--- src/core/btr_pkg.sv ---
// package of constants for the branch trace recorder
// Summary of operation
// - while recording enable (bit 0) is set, capture from/to of branches, interrupts, exceptions
// - any debug exception clears recording enable
// - branch step bit (bit 1) makes single step act on taken transfers only
// - branch step plus trap flag raise a single-step debug exception on next transfer
// - any debug exception clears branch step bit and trap single-step flag
// - set pin select bit (bits 2-5) pulses its breakpoint pin on address match
// - clear pin select bit routes performance events to that pin instead
// - trace message enable (bit 6) sends to/from addresses on the system bus
// - record registers may be undefined while trace messages are enabled
// - trace from address is next instruction, or the branch itself when it faults
// - taken branch loads branch address into source, destination into target record
// - interrupt or exception loads interrupted address and handler address
// - interrupt or exception first copies source/target records into prior records
// - each of the four address records holds 32 bits
// - debug exceptions are not recorded and leave all records unchanged
// - addresses are code segment offsets, not linear addresses
// - control writes accepted only at privilege level 0 or real-address mode
// - the four record registers are readable by the register read instruction
package btr_pkg;
	localparam int ip_width = 32;
	localparam int ctl_width = 7;
	localparam int pins = 4;
	// ----------------------------------------
	// register indices
	// ----------------------------------------
	localparam logic [2:0] reg_debug_control = 3'h0;
	localparam logic [2:0] reg_branch_source = 3'h1;
	localparam logic [2:0] reg_branch_target = 3'h2;
	localparam logic [2:0] reg_prior_source = 3'h3;
	localparam logic [2:0] reg_prior_target = 3'h4;
	// ----------------------------------------
	// control fields
	// ----------------------------------------
	localparam int bit_record = 0;
	localparam int bit_branch_step = 1;
	localparam int bit_pin_lo = 2;
	localparam int bit_trace = 6;
	localparam logic [6:0] ctl_reset = 7'h00;
endpackage

--- src/core/btr_recorder.sv ---
// branch trace recorder core logic
`timescale 1ns/100ps
module btr_recorder #(
	parameter int ip_w = 32
) (
	input wire logic clk,
	input wire logic reset_n,
	input wire logic reg_write,
	input wire logic [2:0] reg_index,
	input wire logic [ip_w-1:0] reg_wdata,
	input wire logic write_privileged,
	output logic [ip_w-1:0] reg_rdata,
	input wire logic branch_taken,
	input wire logic branch_faulted,
	input wire logic [ip_w-1:0] branch_ip,
	input wire logic [ip_w-1:0] next_ip,
	input wire logic [ip_w-1:0] dest_ip,
	input wire logic intr_taken,
	input wire logic [ip_w-1:0] interrupted_ip,
	input wire logic [ip_w-1:0] handler_ip,
	input wire logic debug_exception,
	input wire logic trap_flag_in,
	input wire logic trap_flag_set,
	output logic trap_single_step_flag,
	output logic step_trap,
	input wire logic [3:0] bp_match,
	input wire logic [3:0] perf_event,
	output logic [3:0] bp_pin_n,
	output logic trace_valid,
	output logic [ip_w-1:0] trace_from,
	output logic [ip_w-1:0] trace_to
);
	initial begin
		if (ip_w != btr_pkg::ip_width) $error("ip_w must be 32");
	end
	// ----------------------------------------
	// decode
	// ----------------------------------------
	logic [6:0] ctl_q, ctl_d;
	logic tf_q, tf_d;
	logic [ip_w-1:0] src_q, tgt_q, psrc_q, ptgt_q;
	logic [3:0] pin_q;
	logic tv_q;
	logic [ip_w-1:0] tfrom_q, tto_q;
	wire ctl_wr = reg_write && write_privileged && reg_index == btr_pkg::reg_debug_control;
	wire rec_en = ctl_q[btr_pkg::bit_record];
	wire step_en = ctl_q[btr_pkg::bit_branch_step];
	wire trace_en = ctl_q[btr_pkg::bit_trace];
	wire xfer = branch_taken || intr_taken;
	// debug exceptions win over any transfer in the same cycle
	wire rec_branch = rec_en && branch_taken && !intr_taken && !debug_exception;
	wire rec_intr = rec_en && intr_taken && !debug_exception;
	assign step_trap = step_en && tf_q && xfer && !debug_exception;
	assign trap_single_step_flag = tf_q;
	assign bp_pin_n = ~pin_q;
	assign trace_valid = tv_q;
	assign trace_from = tfrom_q;
	assign trace_to = tto_q;
	assign reg_rdata = reg_index == btr_pkg::reg_debug_control ? {{(ip_w-7){1'b0}}, ctl_q} :
		reg_index == btr_pkg::reg_branch_source ? src_q :
		reg_index == btr_pkg::reg_branch_target ? tgt_q :
		reg_index == btr_pkg::reg_prior_source ? psrc_q :
		reg_index == btr_pkg::reg_prior_target ? ptgt_q : '0;
	always_comb begin
		ctl_d = ctl_wr ? reg_wdata[6:0] : ctl_q;
		tf_d = trap_flag_set ? trap_flag_in : tf_q;
		if (debug_exception) begin
			ctl_d[btr_pkg::bit_record] = 1'b0;
			ctl_d[btr_pkg::bit_branch_step] = 1'b0;
			tf_d = 1'b0;
		end
	end
	// ----------------------------------------
	// state
	// ----------------------------------------
	always_ff @(posedge clk) begin
		if (!reset_n) begin
			ctl_q <= btr_pkg::ctl_reset;
			tf_q <= 1'b0;
		end else begin
			ctl_q <= ctl_d;
			tf_q <= tf_d;
		end
	end
	// records hold code segment offsets as given by the core; ignored: records kept valid
	always_ff @(posedge clk) begin
		if (!reset_n) begin
			src_q <= '0;
			tgt_q <= '0;
			psrc_q <= '0;
			ptgt_q <= '0;
		end else if (rec_intr) begin
			psrc_q <= src_q;
			ptgt_q <= tgt_q;
			src_q <= interrupted_ip;
			tgt_q <= handler_ip;
		end else if (rec_branch) begin
			src_q <= branch_ip;
			tgt_q <= dest_ip;
		end
	end
	// pin is active low one cycle after each cycle of its selected match or event
	genvar i;
	generate
		for (i = 0; i < 4; i++) begin : g_pin
			always_ff @(posedge clk) begin
				if (!reset_n) pin_q[i] <= 1'b0;
				else pin_q[i] <= ctl_q[btr_pkg::bit_pin_lo+i] ? bp_match[i] : perf_event[i];
			end
		end
	endgenerate
	always_ff @(posedge clk) begin
		if (!reset_n) begin
			tv_q <= 1'b0;
			tfrom_q <= '0;
			tto_q <= '0;
		end else begin
			tv_q <= trace_en && xfer && !debug_exception;
			if (trace_en && xfer) begin
				tfrom_q <= intr_taken ? interrupted_ip : (branch_faulted ? branch_ip : next_ip);
				tto_q <= intr_taken ? handler_ip : dest_ip;
			end
		end
	end
endmodule

--- config.mk ---
export PLATFORM = sky130hd
export DESIGN_NAME = btr_recorder
export DESIGN_NICKNAME = d
export VERILOG_FILES = /design/src/core/btr_pkg.sv /design/src/core/btr_recorder.sv
export SDC_FILE = /design/constraint.sdc
export NUM_CORES = 1
export LEC_CHECK = 0
export BUFFER_PORTS_ARGS = -buffer_cell sky130_fd_sc_hd__clkbuf_2
export CAP_MARGIN = 20
export CORE_MARGIN = 2
export CORE_UTILIZATION = 45
export CTS_CLUSTER_DIAMETER = 100
export CTS_CLUSTER_SIZE = 30
export DETAILED_ROUTE_END_ITERATION = 12
export GPL_TIMING_DRIVEN = 1
export HOLD_SLACK_MARGIN = 0.06
export PLACE_DENSITY = 0.72
export RECOVER_POWER = 25
export SLEW_MARGIN = 20
export SYNTH_ARGS = -nofsm -noshare
export SYNTH_HDL_FRONTEND = slang
export SYNTH_SLANG_ARGS = --single-unit
--- constraint.sdc ---
create_clock -name clk -period 2.73 [get_ports clk]
set_input_delay 0.546 -clock clk [delete_from_list [all_inputs] [get_ports clk]]
set_output_delay 0.546 -clock clk [all_outputs]
set_load 0.05 [all_outputs]
## After elaboration in Yosys (flattened, before gate mapping)

Index checks and enable logic that the tools add are counted.

| storage, ports and cells | value |
|---|---|
| flip-flop bits (word level) | 205 |

| operators by class | value |
|---|---|
| mux-type cells | 16 |
| bitwise operators | 2 |
| reduce and logical (&&, ||, !) cells | 18 |
| equality and inequality tests | 4 |

Operator list:

| kind | count |
|---|---|
| 2-to-1 mux 32 bit | 12 |
| logical AND 1 bit | 12 |
| == test 3 x 2 -> 1 bit, second input constant | 2 |
| 2-to-1 mux 1 bit | 4 |
| NOT 4 bit | 1 |
| == test 3 x 1 -> 1 bit, second input constant | 1 |
| == test 3 bit, second input constant | 1 |
| zero test 3 bit | 1 |
| zero test 1 bit | 2 |
| nonzero test 2 bit | 1 |
| OR reduction 2 bit | 1 |
| logical OR 1 bit | 1 |
| NOT 1 bit | 1 |

## Logic depth before layout (Yosys ltp)

| logic depth | value |
|---|---|
| depth in word-level cells | 6 |
| mapped depth | 7 |

## Worst setup path before layout

OpenSTA, ideal clock, no wires.

| timing path | value |
|---|---|
| path type | input port to output port |
| start | input port reg_index[0] |
| end | output port reg_rdata[19] |
| data arrival time | 2.363 ns |
| setup slack | -0.179 ns |
| stages | 6 |
| required time | 2.184 ns |
| path through | buf_2 > nor2b_1 > buf_2 > buf_2 > a22oi_1 > o21ai_0 |

| on the way | value |
|---|---|
| longest elaborated chain between the ends | 6 |

RTL lines:

| element | line | source |
|---|---|---|
| start, declared | btr_recorder.sv:9 | `input wire logic [2:0] reg_index,` |
| == test 3 bit | btr_recorder.sv:63 | `reg_index == btr_pkg::reg_prior_target ? ptgt_q : '0;` |
| 2-to-1 mux 32 bit | btr_recorder.sv:63 |  |
| 2-to-1 mux 32 bit | btr_recorder.sv:62 | `reg_index == btr_pkg::reg_prior_source ? psrc_q :` |
| 2-to-1 mux 32 bit | btr_recorder.sv:61 | `reg_index == btr_pkg::reg_branch_target ? tgt_q :` |
| 2-to-1 mux 32 bit | btr_recorder.sv:60 | `reg_index == btr_pkg::reg_branch_source ? src_q :` |
| 2-to-1 mux 32 bit (*) | btr_recorder.sv:59 | `assign reg_rdata = reg_index == btr_pkg::reg_debug_control ? {{(ip_w-7){1'b0}}, ctl_q} :` |
| end, declared | btr_recorder.sv:12 | `output logic [ip_w-1:0] reg_rdata,` |

Mark *: on every way between the ends. The rest lies on a longest branch, timed or not.

## Worst setup path after layout

| timing path | value |
|---|---|
| start | input port reg_index[0] |
| end | output port reg_rdata[25] |

Same word-level chain as after synthesis.

==> results_dict.tcl <==
set metrics [dict create \
    outcome "finished, violations left" \
    violations "max-capacitance violations, max-slew violations" \
    criticalPathCategory "input port to primary output" \
    finalHoldViolCount 0 \
    drt-initial-drc-count 468 \
    fillers 1978 \
    pwr-share-clk_pct 34.2 \
    slew_headroom_pct -27.90 \
    cp_max_fo 25 \
    rsz0062_at_grt "no" \
    rows 53 \
    cts-hold-fix-buffers 0 \
    syn-mean-instance-area_um2 8.983 \
    pwr_density_cell_mw_per_mm2 469.2 \
    drt-pass1-iter-count 5 \
    grt_pass1_wl_um 42190 \
    cts_resized 0 \
    cts_root_buf "clkbuf_16" \
    ir_worst_vdd_mv 0.3801 \
    crit_top_cell "buf_12" \
    hpwlAfterDp_um 18980 \
    die_w_um 150.6 \
    finalSetupTns_ps 0 \
    path_cells "clkbuf_2, nor2b_2, buf_12, a22oi_1, o21ai_1, buf_12" \
    startpoint_type "input port" \
    grt_pass1_vias 7949 \
    worst-path-buf-inv 3 \
    htree_levels 1 \
    synth_area_mm2 0.009674 \
    grt_max_degree 133 \
    min_period_over_period_pct 92.03 \
    wl_per_cell_um 17.07 \
    syn_inst 1077 \
    start_util_pct 45.88 \
    post_cts_buffers 0 \
    grtUsageTotal_pct 22.84 \
    drive_gt1_share_pct 31.44 \
    seqCellArea_mm2 0.004104 \
    drc 0 \
    final_nets 1515 \
    hold-path-cell-count 3 \
    ys_seq_area_share_pct 42.42 \
    synth_edf_count 0 \
    dieHeight_um 150.6 \
    synthFlopType "dfxtp_1" \
    cts_buffers 11 \
    timing.fmax_mhz 398.0 \
    antenna_cells 0 \
    async_reset_ff_share_pct 0 \
    rr_worst_depth 4 \
    p_leak_nw 4.602 \
    clk_path_buf_depth 3 \
    ios 316 \
    min_from "reg_wdata[4]" \
    slew_viol_final 141 \
    critPathArrivalTime_ps 1970 \
    multiInputGateArea_mm2 0.004996 \
    maxCapViolCount 2 \
    wl_um 26960 \
    cts_tree "yes" \
    ys_ff_latch 205 \
    clkTransAtPathRegs_ps 120 \
    slowest_stage "o21ai_1" \
    ys_types 38 \
    setup_viol_count_final 0 \
    fp.coreArea_mm2 0.02109 \
    hold_end "ctl_q[4]" \
    num_vias 8520 \
    sw_frac_of_total_pct 25.02 \
    crit_path_end_kind "primary output" \
    rr_startpoint "ctl_q[6]" \
    ys_warn_count 0 \
    place_congestion 0.8445 \
    switching_power_mw 1.390 \
    syn_to_final_growth_pct 22.36 \
    syn_nets 1290 \
    cts_num_sinks 205 \
    clk_latency_ps 460 \
    crit_required_ps 2180 \
    min_period_ps 2513 \
    worstReg2RegEnd "trace_to[3]" \
    internal-power_mw 4.164 \
    final_util_pct 56.14 \
    max_slew.worst_pin.slew_ps 1901 \
    grt_antenna_before_repair 0 \
    via_per_inst 5.396 \
    fin_skew_ps 44.91 \
    grt-ovfl-total 0 \
    dieArea_mm2 0.02269 \
    seqPwrFrac_pct 54.3 \
    cpPeakStageDelay_ps 330 \
    pwr-share-comb_pct 11.5 \
    ff2ff_setup_slack_ps 1120 \
    port_buffers 290 \
    crit_family "buffers and inverters" \
    ant_nets 0 \
    hold_path.class "input port to flip-flop" \
]
-- worst max-delay path by stage --
stage	start	endpoint	slack (ps)	depth (start not counted)
4_1_cts	reg_index[0]	reg_rdata[25]	170	6
3_5_place_dp	reg_index[0]	reg_rdata[25]	170	6
6_report	reg_index[0]	reg_rdata[25]	220	6
5_1_grt	reg_index[2]	ctl_q[5]	70	4
2_1_floorplan	reg_index[0]	reg_rdata[6]	50	4
3_3_place_gp	reg_index[0]	reg_rdata[23]	200	6
-- cell usage after synthesis (2+ instances only) --
library cell	instances	area, um2
a211oi_1	32	240.2
a21oi_1	100	500.5
a22oi_1	57	427.9
a2bb2oi_1	4	35.03
buf_1	3	11.26
buf_2	44	220.2
buf_4	9	67.56
buf_6	7	78.83
clkbuf_1	41	153.9
clkbuf_4	2	15.01
dfxtp_1	205	4104
inv_1	5	18.77
mux2_1	5	56.30
mux2_2	52	585.6
mux2i_1	52	520.5
nand2_1	198	743.2
nand2b_1	35	219.0
nand3b_1	4	30.03
nor2_1	39	146.4
nor2b_1	4	25.02
o211a_1	4	40.04
o211ai_1	32	240.2
o21a_1	36	270.3
o21ai_0	21	105.1
o21ai_1	7	35.03
o221a_1	13	146.4
o221a_2	19	214.0
o22ai_1	4	25.02
o2bb2ai_1	34	297.8
-- logic make-up (layout without fill, tap and decap cells) --
| logic type | Yosys count | count (layout) | synth area share, % |
|---|---|---|---|
| compound gates | 364 | 364 | 26.73 |
| simple gates | 286 | 286 | 12.71 |
| flops | 205 | 205 | 42.42 |
| buf+inv | 112 | 339 | 5.885 |
| mux | 110 | 110 | 12.25 |
-- power groups by stage --
stage	clock [mW]	sequential, mW	combinational (mW)
after floorplan	0	3.12	0.353
after global placement	0	3.08	0.646
after detailed placement	0	3.08	0.648
after CTS	1.96	3.02	0.651
after global routing	2.06	3.02	0.698
final	1.90	3.02	0.641
-- registers in the layout (all words and copies together), names as in the netlist --
signal                 flops
ctl_q                      7
pin_q                      4
psrc_q                    32
ptgt_q                    32
src_q                     32
tgt_q                     32
trace_from                32
trace_to                  32
trace_valid                1
trap_single_step_flag      1
-- cell usage in the layout, fill, tap and decap left out, types with 13 or more instances in the layout --
| cell type | netlist | layout |
|---|---|---|
| o221a_1 | 13 | 13 |
| o21a_1 | 36 | 35 |
| nand2b_1 | 35 | 35 |
| mux2i_1 | 52 | 52 |
| a22oi_1 | 57 | 57 |
| clkbuf_2 | 0 | 270 |
| dfxtp_1 | 205 | 205 |
| o221a_2 | 19 | 19 |
| nor2_1 | 39 | 39 |
| o21ai_1 | 7 | 25 |
| a211oi_1 | 32 | 32 |
| buf_4 | 9 | 19 |
| mux2_2 | 52 | 52 |
| buf_12 | 0 | 25 |
| o211ai_1 | 32 | 32 |
| a21oi_1 | 100 | 100 |
| o2bb2ai_1 | 34 | 34 |
| nand2_1 | 198 | 198 |
-- stage by stage --
stage / worst slack (ps) / total power, mW / hold slack [ps] / cell area, um2 / cells
after floorplan: 54.67 / 3.469 / 432.9 / 9674 / 1077
after global placement: 198.6 / 3.728 / 438.1 / 11540 / 1564
after detailed placement: 174.0 / 3.731 / 444.5 / 11540 / 1564
after CTS: 169.0 / 5.622 / 275.5 / 11890 / 1579
after global routing: 74.06 / 5.777 / 272.4 / 11840 / 1579
final: 217.5 / 5.554 / 286.1 / 11840 / 1579
-- worst min-delay path: cells and delay by family --
family | cells | cell delay (ps)
mux | 1 | 50
simple gates | 1 | 40
buf+inv | 1 | 80
-- cell type report --
type | instances | share of cell area [%]
clock buffers | 13 | 2.473
repair buffers | 318 | 17.04
clock inverters | 2 | 0.5073
flip-flops and latches | 205 | 34.67
multi-input cells | 760 | 42.20
inverters | 6 | 0.2008
well taps | 275 | 2.907
-- per-layer routing --
| metal | wire length [um] | global-route usage (%) | part of all wire, % | vias to the layer above |
|---|---|---|---|---|
| li1 | - | - | - | 4332 |
| met1 | 13100 | 34.07 | 49 | 3895 |
| met2 | 11610 | 35.00 | 43 | 271 |
| met3 | 1851 | 3.909 | 6.9 | 22 |
| met4 | 393 | 3.832 | 1.5 | 0 |
| met5 | 0 | 0 | 0 | - |
Note: power is estimated with default switching activity, not from simulation.
